`src/tss_pkg.sv`:
```
// Purpose: shared constants and types for the trigger step sequencer
// Assumes: 32-bit AXI4-Lite register port, byte addresses below 0x80
// Notes: opcode field is the upper nibble of a step, argument the lower
package tss_pkg;
	localparam int ADDR_W = 8;
	localparam int QDEPTH = 8;
	localparam int NTRIG = 4;

	// register byte offsets
	localparam logic [7:0] OFF_CTRL = 8'h00;
	localparam logic [7:0] OFF_SDLIM = 8'h04;
	localparam logic [7:0] OFF_C0LIM = 8'h08;
	localparam logic [7:0] OFF_C1LIM = 8'h0c;
	localparam logic [7:0] OFF_T0LIM = 8'h10;
	localparam logic [7:0] OFF_T1LIM = 8'h14;
	localparam logic [7:0] OFF_ISTAT = 8'h18;
	localparam logic [7:0] OFF_ICLR = 8'h1c;
	localparam logic [7:0] OFF_IEN = 8'h20;
	localparam logic [7:0] OFF_STAT = 8'h24;
	localparam logic [7:0] OFF_WDLIM = 8'h28;
	localparam logic [7:0] OFF_CNT = 8'h2c;
	localparam logic [7:0] OFF_QUEUE = 8'h40;

	// control bit positions
	localparam int CTRL_EN = 0;
	localparam int CTRL_RUN = 1;
	localparam int CTRL_SSTEP = 2;
	localparam int CTRL_FALL = 3;

	// interrupt status bit positions
	localparam int IST_W = 6;
	localparam int IST_SSTEP = 4;
	localparam int IST_WDT = 5;

	// reset values
	localparam logic [15:0] RST_LIM = 16'h0000;
	localparam logic [7:0] RST_STEP = 8'h00;

	// step opcodes
	localparam logic [3:0] OP_NOP = 4'h0;
	localparam logic [3:0] OP_WAIT_TRIG = 4'h1;
	localparam logic [3:0] OP_OUT_TRIG = 4'h2;
	localparam logic [3:0] OP_IRQ = 4'h3;
	localparam logic [3:0] OP_WAIT_TMR = 4'h4;
	localparam logic [3:0] OP_JMP_CNT = 4'h5;
	localparam logic [3:0] OP_JMP = 4'h7;
	localparam logic [3:0] OP_HALT = 4'h8;

	localparam logic [1:0] RESP_OKAY = 2'h0;
	localparam logic [1:0] RESP_SLVERR = 2'h2;

	typedef enum logic [2:0] {
		ST_IDLE = 3'b001,
		ST_EXEC = 3'b010,
		ST_DELAY = 3'b100
	} tss_state_t;
endpackage

```
`src/tss_sequencer.sv`:
```
// Purpose: trigger step sequencer with AXI4-Lite registers
// Assumes: trigger inputs synchronous to aclk; ce freezes everything
// Notes: a step starts in the cycle its action fires; waits do not count
`timescale 1ns/10ps
`default_nettype none

module tss_sequencer (
	input wire logic aclk, // clock, 250 MHz
	input wire logic aresetn, // synchronous reset, active low
	input wire logic ce, // clock enable, freezes state when low
	input wire logic [7:0] s_axi_awaddr, // write address
	input wire logic s_axi_awvalid, // write address valid
	output logic s_axi_awready, // write address ready
	input wire logic [31:0] s_axi_wdata, // write data
	input wire logic [3:0] s_axi_wstrb, // write byte enables
	input wire logic s_axi_wvalid, // write data valid
	output logic s_axi_wready, // write data ready
	output logic [1:0] s_axi_bresp, // write response
	output logic s_axi_bvalid, // write response valid
	input wire logic s_axi_bready, // write response ready
	input wire logic [7:0] s_axi_araddr, // read address
	input wire logic s_axi_arvalid, // read address valid
	output logic s_axi_arready, // read address ready
	output logic [31:0] s_axi_rdata, // read data
	output logic [1:0] s_axi_rresp, // read response
	output logic s_axi_rvalid, // read data valid
	input wire logic s_axi_rready, // read data ready
	input wire logic [3:0] trig_in, // peripheral trigger inputs
	output logic [3:0] trig_out, // peripheral trigger pulses
	output logic [3:0] step_irq, // per-source processor interrupts
	output logic irq // combined interrupt, level
);
	// word-aligned address match, used by both bus paths
	function automatic logic hit(input logic [7:0] a, input logic [7:0] off);
		hit = (a[7:2] == off[7:2]);
	endfunction

	// merge write data into a 16-bit register by byte enables
	function automatic logic [15:0] merge16(input logic [15:0] old, input logic [31:0] d, input logic [3:0] s);
		merge16 = {s[1] ? d[15:8] : old[15:8], s[0] ? d[7:0] : old[7:0]};
	endfunction

	tss_pkg::tss_state_t st_r;
	logic [3:0] ctrl_r;
	logic [15:0] sdlim_r, wdlim_r, dly_r, wdt_r;
	logic [15:0] clim_r [2];
	logic [15:0] cnt_r [2];
	logic [15:0] tlim_r [2];
	logic [15:0] tmr_r [2];
	logic [7:0] queue_r [tss_pkg::QDEPTH];
	logic [2:0] ptr_r, ptr_nxt;
	logic [tss_pkg::IST_W-1:0] ist_r, ien_r, ist_set;
	logic [3:0] trig_prev_r, trig_edge, trig_out_r;
	logic [7:0] awaddr_r, wr_addr;
	logic [31:0] wdata_r, wr_data, rdata_r;
	logic [3:0] wstrb_r, wr_strb;
	logic aw_got_r, w_got_r, bvalid_r, rvalid_r;
	logic [1:0] bresp_r, rresp_r;
	logic aw_fire, w_fire, wr_do, wr_ok, ar_fire;
	logic active, step_done, wdt_trip, halt_step;
	logic [7:0] step_w;
	logic [3:0] opc_w, arg_w;
	logic [31:0] rd_val;
	logic rd_ok;

	// address, data and read request handshakes carry ce so no request is taken while frozen; bvalid and rvalid are not gated
	assign s_axi_awready = ce & ~aw_got_r & ~bvalid_r;
	assign s_axi_wready = ce & ~w_got_r & ~bvalid_r;
	assign s_axi_arready = ce & ~rvalid_r;
	assign s_axi_bvalid = bvalid_r;
	assign s_axi_bresp = bresp_r;
	assign s_axi_rvalid = rvalid_r;
	assign s_axi_rdata = rdata_r;
	assign s_axi_rresp = rresp_r;
	assign aw_fire = s_axi_awvalid & s_axi_awready;
	assign w_fire = s_axi_wvalid & s_axi_wready;
	assign ar_fire = s_axi_arvalid & s_axi_arready;
	assign wr_addr = aw_got_r ? awaddr_r : s_axi_awaddr;
	assign wr_data = w_got_r ? wdata_r : s_axi_wdata;
	assign wr_strb = w_got_r ? wstrb_r : s_axi_wstrb;
	assign wr_do = ce & (aw_got_r | aw_fire) & (w_got_r | w_fire);

	// address and data may arrive in either order; hold the early one
	always_ff @(posedge aclk) begin
		if (!aresetn) begin
			aw_got_r <= 1'b0;
			w_got_r <= 1'b0;
			awaddr_r <= 8'h00;
			wdata_r <= 32'h00000000;
			wstrb_r <= 4'h0;
		end else if (ce) begin
			if (wr_do) begin
				aw_got_r <= 1'b0;
				w_got_r <= 1'b0;
			end else begin
				if (aw_fire) begin
					aw_got_r <= 1'b1;
					awaddr_r <= s_axi_awaddr;
				end
				if (w_fire) begin
					w_got_r <= 1'b1;
					wdata_r <= s_axi_wdata;
					wstrb_r <= s_axi_wstrb;
				end
			end
		end
	end

	// unmapped writes still complete, with an error response
	assign wr_ok = hit(wr_addr, tss_pkg::OFF_CTRL) | hit(wr_addr, tss_pkg::OFF_SDLIM)
		| hit(wr_addr, tss_pkg::OFF_C0LIM) | hit(wr_addr, tss_pkg::OFF_C1LIM)
		| hit(wr_addr, tss_pkg::OFF_T0LIM) | hit(wr_addr, tss_pkg::OFF_T1LIM)
		| hit(wr_addr, tss_pkg::OFF_ICLR) | hit(wr_addr, tss_pkg::OFF_IEN)
		| hit(wr_addr, tss_pkg::OFF_WDLIM) | (wr_addr[7:5] == tss_pkg::OFF_QUEUE[7:5])
		| hit(wr_addr, tss_pkg::OFF_ISTAT) | hit(wr_addr, tss_pkg::OFF_STAT) | hit(wr_addr, tss_pkg::OFF_CNT);

	// write response
	always_ff @(posedge aclk) begin
		if (!aresetn) begin
			bvalid_r <= 1'b0;
			bresp_r <= tss_pkg::RESP_OKAY;
		end else if (ce) begin
			if (wr_do) begin
				bvalid_r <= 1'b1;
				bresp_r <= wr_ok ? tss_pkg::RESP_OKAY : tss_pkg::RESP_SLVERR;
			end else if (s_axi_bready) begin
				bvalid_r <= 1'b0;
			end
		end
	end

	// read decode
	always_comb begin
		rd_val = 32'h00000000;
		rd_ok = 1'b1;
		if (hit(s_axi_araddr, tss_pkg::OFF_CTRL)) rd_val = {28'h0000000, ctrl_r};
		else if (hit(s_axi_araddr, tss_pkg::OFF_SDLIM)) rd_val = {16'h0000, sdlim_r};
		else if (hit(s_axi_araddr, tss_pkg::OFF_C0LIM)) rd_val = {16'h0000, clim_r[0]};
		else if (hit(s_axi_araddr, tss_pkg::OFF_C1LIM)) rd_val = {16'h0000, clim_r[1]};
		else if (hit(s_axi_araddr, tss_pkg::OFF_T0LIM)) rd_val = {16'h0000, tlim_r[0]};
		else if (hit(s_axi_araddr, tss_pkg::OFF_T1LIM)) rd_val = {16'h0000, tlim_r[1]};
		else if (hit(s_axi_araddr, tss_pkg::OFF_ISTAT)) rd_val = {26'h0000000, ist_r};
		else if (hit(s_axi_araddr, tss_pkg::OFF_ICLR)) rd_val = 32'h00000000;
		else if (hit(s_axi_araddr, tss_pkg::OFF_IEN)) rd_val = {26'h0000000, ien_r};
		else if (hit(s_axi_araddr, tss_pkg::OFF_STAT)) rd_val = {25'h0000000, st_r, 1'b0, ptr_r};
		else if (hit(s_axi_araddr, tss_pkg::OFF_WDLIM)) rd_val = {16'h0000, wdlim_r};
		else if (hit(s_axi_araddr, tss_pkg::OFF_CNT)) rd_val = {cnt_r[1], cnt_r[0]};
		else if (s_axi_araddr[7:5] == tss_pkg::OFF_QUEUE[7:5]) rd_val = {24'h000000, queue_r[s_axi_araddr[4:2]]};
		else rd_ok = 1'b0;
	end

	// read response, data registered
	always_ff @(posedge aclk) begin
		if (!aresetn) begin
			rvalid_r <= 1'b0;
			rdata_r <= 32'h00000000;
			rresp_r <= tss_pkg::RESP_OKAY;
		end else if (ce) begin
			if (ar_fire) begin
				rvalid_r <= 1'b1;
				rdata_r <= rd_val;
				rresp_r <= rd_ok ? tss_pkg::RESP_OKAY : tss_pkg::RESP_SLVERR;
			end else if (s_axi_rready) begin
				rvalid_r <= 1'b0;
			end
		end
	end

	assign active = ctrl_r[tss_pkg::CTRL_EN] & ctrl_r[tss_pkg::CTRL_RUN];

	// control; a software write of run beats the hardware clear
	always_ff @(posedge aclk) begin
		if (!aresetn) begin
			ctrl_r <= 4'h0;
		end else if (ce) begin
			if (wr_do && hit(wr_addr, tss_pkg::OFF_CTRL) && wr_strb[0]) begin
				ctrl_r <= wr_data[3:0];
			end else if (st_r == tss_pkg::ST_EXEC && (wdt_trip || (step_done && halt_step))) begin
				ctrl_r[tss_pkg::CTRL_RUN] <= 1'b0;
			end
		end
	end

	// limits; delay and counter 0 limits lock while running
	always_ff @(posedge aclk) begin
		if (!aresetn) begin
			sdlim_r <= tss_pkg::RST_LIM;
			clim_r[0] <= tss_pkg::RST_LIM;
			clim_r[1] <= tss_pkg::RST_LIM;
			tlim_r[0] <= tss_pkg::RST_LIM;
			tlim_r[1] <= tss_pkg::RST_LIM;
			wdlim_r <= tss_pkg::RST_LIM;
			ien_r <= '0;
		end else if (ce && wr_do) begin
			if (hit(wr_addr, tss_pkg::OFF_SDLIM) && !active) sdlim_r <= merge16(sdlim_r, wr_data, wr_strb);
			if (hit(wr_addr, tss_pkg::OFF_C0LIM) && !active) clim_r[0] <= merge16(clim_r[0], wr_data, wr_strb);
			if (hit(wr_addr, tss_pkg::OFF_C1LIM)) clim_r[1] <= merge16(clim_r[1], wr_data, wr_strb);
			if (hit(wr_addr, tss_pkg::OFF_T0LIM)) tlim_r[0] <= merge16(tlim_r[0], wr_data, wr_strb);
			if (hit(wr_addr, tss_pkg::OFF_T1LIM)) tlim_r[1] <= merge16(tlim_r[1], wr_data, wr_strb);
			if (hit(wr_addr, tss_pkg::OFF_WDLIM)) wdlim_r <= merge16(wdlim_r, wr_data, wr_strb);
			if (hit(wr_addr, tss_pkg::OFF_IEN) && wr_strb[0]) ien_r <= wr_data[tss_pkg::IST_W-1:0];
		end
	end

	// step queue storage, written a byte at a time
	always_ff @(posedge aclk) begin
		if (!aresetn) begin
			for (int i = 0; i < tss_pkg::QDEPTH; i++) queue_r[i] <= tss_pkg::RST_STEP;
		end else if (ce && wr_do && wr_addr[7:5] == tss_pkg::OFF_QUEUE[7:5] && wr_strb[0]) begin
			queue_r[wr_addr[4:2]] <= wr_data[7:0];
		end
	end

	// edge detect on triggers, polarity from control
	always_ff @(posedge aclk) begin
		if (!aresetn) trig_prev_r <= 4'h0;
		else if (ce) trig_prev_r <= trig_in;
	end
	assign trig_edge = ctrl_r[tss_pkg::CTRL_FALL] ? (trig_prev_r & ~trig_in) : (~trig_prev_r & trig_in);

	// current step decode
	assign step_w = queue_r[ptr_r];
	assign opc_w = step_w[7:4];
	assign arg_w = step_w[3:0];
	assign halt_step = (opc_w == tss_pkg::OP_HALT);
	assign wdt_trip = (wdlim_r != 16'h0000) && (wdt_r == wdlim_r) && (st_r == tss_pkg::ST_EXEC);

	// a step fires at once unless it waits on a trigger or a timer
	always_comb begin
		step_done = 1'b1;
		ptr_nxt = ptr_r + 3'h1;
		unique case (opc_w)
			tss_pkg::OP_WAIT_TRIG: step_done = trig_edge[arg_w[1:0]];
			tss_pkg::OP_WAIT_TMR: step_done = (tmr_r[arg_w[0]] == tlim_r[arg_w[0]]);
			tss_pkg::OP_JMP: ptr_nxt = arg_w[2:0];
			tss_pkg::OP_JMP_CNT: if (cnt_r[arg_w[3]] != clim_r[arg_w[3]]) ptr_nxt = arg_w[2:0];
			default: step_done = 1'b1;
		endcase
	end

	// sequencing: exec cycle plus delay limit cycles per step
	always_ff @(posedge aclk) begin
		if (!aresetn) begin
			st_r <= tss_pkg::ST_IDLE;
			ptr_r <= 3'h0;
			dly_r <= 16'h0000;
		end else if (ce) begin
			unique case (st_r)
				tss_pkg::ST_IDLE: begin
					ptr_r <= 3'h0;
					if (active) st_r <= tss_pkg::ST_EXEC;
				end
				tss_pkg::ST_EXEC: begin
					if (!active || wdt_trip) begin
						st_r <= tss_pkg::ST_IDLE;
					end else if (step_done) begin
						ptr_r <= ptr_nxt;
						dly_r <= sdlim_r;
						if (halt_step) st_r <= tss_pkg::ST_IDLE;
						else if (sdlim_r != 16'h0000) st_r <= tss_pkg::ST_DELAY;
					end
				end
				tss_pkg::ST_DELAY: begin
					dly_r <= dly_r - 16'h0001;
					if (!active) st_r <= tss_pkg::ST_IDLE;
					else if (dly_r == 16'h0001) st_r <= tss_pkg::ST_EXEC;
				end
			endcase
		end
	end

	// timers and loop counters, one pair each
	for (genvar g = 0; g < 2; g++) begin : g_cnt
		always_ff @(posedge aclk) begin
			if (!aresetn || (ce && st_r == tss_pkg::ST_IDLE)) begin
				cnt_r[g] <= 16'h0000;
			end else if (ce && st_r == tss_pkg::ST_EXEC && step_done && opc_w == tss_pkg::OP_JMP_CNT
				&& arg_w[3] == 1'(g) && active && !wdt_trip) begin
				cnt_r[g] <= (cnt_r[g] == clim_r[g]) ? 16'h0000 : cnt_r[g] + 16'h0001;
			end
		end
		// a timer runs only while a step waits on it, so each wait starts fresh
		always_ff @(posedge aclk) begin
			if (!aresetn) begin
				tmr_r[g] <= 16'h0000;
			end else if (ce) begin
				if (st_r == tss_pkg::ST_EXEC && opc_w == tss_pkg::OP_WAIT_TMR && arg_w[0] == 1'(g) && !step_done)
					tmr_r[g] <= tmr_r[g] + 16'h0001;
				else
					tmr_r[g] <= 16'h0000;
			end
		end
	end

	// watchdog counts cycles spent waiting in one step
	always_ff @(posedge aclk) begin
		if (!aresetn) wdt_r <= 16'h0000;
		else if (ce) wdt_r <= (st_r == tss_pkg::ST_EXEC && !step_done && !wdt_trip) ? wdt_r + 16'h0001 : 16'h0000;
	end

	// output trigger pulses, one cycle each
	always_ff @(posedge aclk) begin
		if (!aresetn) trig_out_r <= 4'h0;
		else if (ce) trig_out_r <= (st_r == tss_pkg::ST_EXEC && active && !wdt_trip && opc_w == tss_pkg::OP_OUT_TRIG)
			? (4'h1 << arg_w[1:0]) : 4'h0;
	end
	assign trig_out = trig_out_r;

	// interrupt sources
	always_comb begin
		ist_set = '0;
		if (st_r == tss_pkg::ST_EXEC && active && !wdt_trip && step_done) begin
			if (opc_w == tss_pkg::OP_IRQ) ist_set[arg_w[1:0]] = 1'b1;
			if (ctrl_r[tss_pkg::CTRL_SSTEP]) ist_set[tss_pkg::IST_SSTEP] = 1'b1;
		end
		if (wdt_trip && active) ist_set[tss_pkg::IST_WDT] = 1'b1;
	end

	// sticky status; a new event beats a clear in the same cycle
	always_ff @(posedge aclk) begin
		if (!aresetn) begin
			ist_r <= '0;
		end else if (ce) begin
			if (wr_do && hit(wr_addr, tss_pkg::OFF_ICLR) && wr_strb[0])
				ist_r <= (ist_r & ~wr_data[tss_pkg::IST_W-1:0]) | ist_set;
			else
				ist_r <= ist_r | ist_set;
		end
	end
	assign irq = |(ist_r & ien_r);
	assign step_irq = ist_r[3:0] & ien_r[3:0];

	a_delay_zero: assert property (@(posedge aclk) disable iff (!aresetn)
		(ce && st_r == tss_pkg::ST_EXEC && active && !wdt_trip && step_done && !halt_step && sdlim_r == 16'h0000)
		|=> (!ce || st_r == tss_pkg::ST_EXEC)) else $error("zero delay step left exec");
	a_delay_one: assert property (@(posedge aclk) disable iff (!aresetn)
		(ce && st_r == tss_pkg::ST_EXEC && active && !wdt_trip && step_done && !halt_step && sdlim_r == 16'h0001)
		##1 (ce && active) |-> st_r == tss_pkg::ST_DELAY ##1 st_r == tss_pkg::ST_EXEC) else $error("step length wrong");
	a_sdlim_lock: assert property (@(posedge aclk) disable iff (!aresetn)
		(active && wr_do && hit(wr_addr, tss_pkg::OFF_SDLIM)) |=> $stable(sdlim_r)) else $error("delay limit written while running");
	a_c0lim_lock: assert property (@(posedge aclk) disable iff (!aresetn)
		(active && wr_do && hit(wr_addr, tss_pkg::OFF_C0LIM)) |=> $stable(clim_r[0])) else $error("counter limit written while running");
	a_trig_wait: assert property (@(posedge aclk) disable iff (!aresetn)
		(ce && st_r == tss_pkg::ST_EXEC && active && !wdt_trip && opc_w == tss_pkg::OP_WAIT_TRIG && !trig_edge[arg_w[1:0]])
		|=> st_r == tss_pkg::ST_EXEC && $stable(ptr_r)) else $error("trigger wait did not hold");
	a_irq_step: assert property (@(posedge aclk) disable iff (!aresetn)
		(ce && st_r == tss_pkg::ST_EXEC && active && !wdt_trip && opc_w == tss_pkg::OP_IRQ)
		|=> ist_r[$past(arg_w[1:0])]) else $error("interrupt step not flagged");
	a_sstep_irq: assert property (@(posedge aclk) disable iff (!aresetn)
		(ce && st_r == tss_pkg::ST_EXEC && active && !wdt_trip && step_done && ctrl_r[tss_pkg::CTRL_SSTEP])
		|=> ist_r[tss_pkg::IST_SSTEP]) else $error("single step event lost");
	a_wdt_stop: assert property (@(posedge aclk) disable iff (!aresetn)
		(ce && wdt_trip && active) |=> ist_r[tss_pkg::IST_WDT] && st_r == tss_pkg::ST_IDLE) else $error("watchdog not handled");
	a_bresp_hold: assert property (@(posedge aclk) disable iff (!aresetn)
		(s_axi_bvalid && !s_axi_bready) |=> s_axi_bvalid && $stable(s_axi_bresp)) else $error("write response dropped");
endmodule

`default_nettype wire

```
`config.mk`:
```
export PLATFORM = sky130hd
export DESIGN_NAME = tss_sequencer
export DESIGN_NICKNAME = d
export VERILOG_FILES = /design/src/tss_pkg.sv /design/src/tss_sequencer.sv
export SDC_FILE = /design/constraint.sdc
export NUM_CORES = 1
export LEC_CHECK = 0
export ABC_AREA = 1
export BUFFER_PORTS_ARGS = -buffer_cell sky130_fd_sc_hd__buf_2
export CAP_MARGIN = 20
export CORE_MARGIN = 2
export CORE_UTILIZATION = 41
export CTS_CLUSTER_DIAMETER = 40
export DETAILED_ROUTE_END_ITERATION = 6
export PLACE_DENSITY = 0.62
export SLEW_MARGIN = 10
export SYNTH_ARGS = -nofsm -noshare
export SYNTH_HDL_FRONTEND = slang
export SYNTH_SLANG_ARGS = --single-unit
```
`constraint.sdc`:
```
create_clock -name aclk -period 2.91 [get_ports aclk]
set_clock_uncertainty 0.15 [all_clocks]
set_input_delay 0.291 -clock aclk [delete_from_list [all_inputs] [get_ports aclk]]
set_output_delay 0.291 -clock aclk [all_outputs]
set_load 0.1 [all_outputs]
```
==> results.json <==
{
  "die_area_um2": 47200,
  "clockBufferDepth": 3,
  "status": "complete, no violations",
  "power_mw": 13.9,
  "syn_to_final_growth_pct": 21.8,
  "tritoncts": "done",
  "path_max_fanout": 9,
  "yosys_warnings": 0,
  "htree_num_levels": 2,
  "startpoint_type": "flop",
  "overflow": 0,
  "die_h_um": 217,
  "synth_most_common_cell": "nand2_1",
  "fp.coreArea_um2": 45200,
  "cpPeakStageDelay_ns": 0.62,
  "p_int_mw": 10.1,
  "crit_buf_inv": 2,
  "cp_cell_sequence": "buf_4 > mux2i_2 > buf_4 > nand2_1 > nor2_1 > nand4_1 > a22oi_2",
  "reg2reg_to": "tlim_r[1][8]",
  "rr_worst_depth": 7,
  "cap_violations": 0,
  "dp_slack_ns": 0.120,
  "fmax_mhz": 364,
  "layout-drive-gt1-share_pct": 15.3,
  "p_leak_nw": 9.25,
  "grt_usage_pct": 25.9,
  "synth_cell_types": 61,
  "numCtsBuffers": 54,
  "syn-cell-area_um2": 18700,
  "clk_pin_slew_ns": 0.06,
  "cts-root-buf": "clkbuf_16",
  "hold_path_class": "input pin to flop",
  "start_util_pct": 41.3,
  "arrival_ns": 2.83,
  "ys_ff_latch": 351,
  "p_seq_share_pct": 39.9,
  "layout_setup_ws_ns": 0.166,
  "grt_first_pass_wirelength_um": 94300,
  "postSynthCellCount": 2374,
  "async_flop_share_pct": 0,
  "synth_area_leaders": "edfxtp_1, dfxtp_1, nand2_1",
  "final_core_util_pct": 50.3,
  "hold_depth": 2,
  "via_per_inst": 5.42,
  "fin_nets": 2620,
  "vias": 17300,
  "min_to": "st_r[0]",
  "max_slew_margin_pct": 37.3,
  "clock_latency_ns": 0.61,
  "dominantRegCellSynth": "edfxtp_1",
  "first_pass_iters": 5,
  "slew_viol_final": 0,
  "pwr-share-comb_pct": 11.5,
  "drtAntennaViolNets": 0,
  "synth_top_area_share_pct": 30.9,
  "die_x_um": 217,
  "timing.rr.start": "aw_got_r",
  "path_class": "flop to flop",
  "drt_iter0_drc": 1600,
  "post-route-period-util_pct": 94.3,
  "vdd_ir_drop_max_v": 0.000573,
  "rows": 78,
  "clkPwrFrac_pct": 48.6,
  "crit_slowest_cell": "a22oi_2",
  "drt-total-wl_um": 61300,
  "cp_common_cell": "buf_4",
  "antenna_found_initial": 0,
  "post_drt_wl_per_cell_um": 19.2,
  "crit_required_ns": 3.00,
  "rsz0062_at_grt": "no",
  "dp_hpwl_um": 45900,
  "setup-violations-final": 0,
  "worst_slew_pin_slew_ns": 0.935,
  "grt_max_degree": 49,
  "worstHoldStart": "aresetn",
  "drc_errors": 0,
  "yosysTopAreaCell": "edfxtp_1",
  "ff2ff_setup_slack_ns": 0.17,
  "yosys-top-cells-count": "nand2_1, nor2_1, inv_1",
  "grt_pass1_vias": 16500,
  "gp_congestion": 1.02,
  "synth_edf_count": 192,
  "clkSinkCount": 351,
  "diodes": 0,
  "avgSynthCellArea_um2": 7.86,
  "min_period_ns": 2.74,
  "io_pins": 114,
  "crit_path_end_kind": "flop",
  "seq_area_frac_synth_pct": 48.0,
  "sw_frac_of_total_pct": 27.4,
  "cellPowerDensity_nw_per_um2": 613,
  "hold_violations": 0,
  "p_switching_mw": 3.82,
  "critPathTopFamily": "compound AO/OA/AOI/OAI gates",
  "io_buffers": 89
}
[power groups by stage]
stage	clock, mW	sequential, mW	combinational, mW
global placement	0	5.65	1.51
CTS	6.84	5.55	1.57
detailed placement	0	5.66	1.53
global route	7.05	5.58	1.72
floorplan	0	5.66	0.941
finish	6.76	5.56	1.59
[layout by cell type, fill, tap and decap left out, types with 6 or more instances in the layout]
master / synthesis / final
a211oi_1: 7 / 7
a21oi_1: 167 / 161
a22oi_1: 8 / 6
a31oi_1: 7 / 7
buf_12: 0 / 6
buf_2: 22 / 88
buf_4: 5 / 82
bufinv_16: 0 / 7
clkbuf_16: 0 / 55
clkinv_2: 1 / 8
clkinv_4: 0 / 6
dfxtp_1: 159 / 155
dlygate4sd3_1: 0 / 32
edfxtp_1: 192 / 192
ha_1: 8 / 8
inv_1: 227 / 226
inv_2: 14 / 12
inv_6: 0 / 8
nand2_1: 465 / 457
nand2_2: 12 / 6
nand2_4: 0 / 9
nand3_1: 116 / 116
nand4_1: 53 / 53
nor2_1: 393 / 379
nor2_2: 4 / 8
nor2_4: 3 / 13
nor3_1: 42 / 41
nor3b_1: 10 / 10
nor4_1: 8 / 7
o211ai_1: 17 / 17
o21ai_0: 171 / 160
o21ai_1: 4 / 14
o21ai_2: 6 / 7
o22ai_1: 13 / 13
or2_2: 26 / 26
xnor2_1: 40 / 40
xor2_1: 60 / 60
[logic make-up after synthesis]
group                      Yosys count  synth area share [%]
adders and majority gates            8                 0.537
xor gates and xnor gates           100                  4.69
buffers and inverters              339                  7.46
and+or+nand+nor                   1154                  26.9
DFF                                351                  48.0
other                                1                0.0201
muxes                                3                 0.181
AOI/OAI and AO/OA                  418                  12.3
[how the worst max path moves through the flow]
stage,slack [ns],endpoint,depth (start not counted),from
2_1_floorplan,-0.25,cnt_r[0][0],10,flop
3_3_place_gp,0.14,tmr_r[1][13],15,flop
3_5_place_dp,0.12,tmr_r[1][10],15,flop
4_1_cts,0.09,tmr_r[1][10],15,flop
5_1_grt,0.02,sdlim_r[6],9,aw_got_r
6_report,0.17,tlim_r[1][8],7,aw_got_r
[worst register-to-register path, cell delays in order (launching register included)]
cell and delay [ns]:
dfxtp_2 0.40, buf_4 0.19, mux2i_2 0.20, buf_4 0.22, nand2_1 0.07, nor2_1 0.18, nand4_1 0.33, a22oi_2 0.63
[final cells by class]
| type | count | area (um2) |
|---|---|---|
| clock buffers | 63 | 1440 |
| clock inverters | 39 | 457 |
| fillers | 4276 | 22500 |
| inverters | 247 | 955 |
| multi-input cells | 1685 | 8660 |
| flip-flops and latches | 351 | 8960 |
| well taps | 600 | 751 |
| repair buffers | 209 | 1510 |
[layer usage]
layer  vias up  part of all wire (%)  GRT usage, %
met5         -                     0             0
met4         0                   3.9          10.1
met3       144                   7.9          4.29
met2       736                    46          41.6
met1      8180                    43          35.1
li1       8258                     -             -
[stage by stage]
stage	std cells	hold WS, ns	setup TNS (ns)	instance area (um2)
final	3194	0.0479	0	22700
after global routing	3194	0.0589	0	22700
after CTS	3191	0.0241	0	22700
after detailed placement	3057	0.305	0	20500
after global placement	3057	0.304	0	20500
after floorplan	2375	0.239	-22.91	19000
[sequential cells by signal (all words and copies together) (netlist names), 2 cells and up, named ones only]
register     flops
ctrl_r           4
ptr_r            3
s_axi_rdata     32
tlim_r          32
dly_r           16
wdlim_r         16
sdlim_r         16
trig_out         4
ien_r            6
tmr_r           32
cnt_r           32
trig_prev_r      4
wdata_r         16
wstrb_r          2
queue_r         64
st_r             3
ist_r            6
awaddr_r         6
clim_r          32
wdt_r           16
[repair_timing]
item | CTS | global route
endpoints found under the setup margin | 0 | 60
resized for setup | 0 | 9
setup buffers | 0 | 3
hold endpoints to repair | 32 | 0
hold buffers | 32 | 0
No activity file was read; power rests on OpenSTA's default activity.
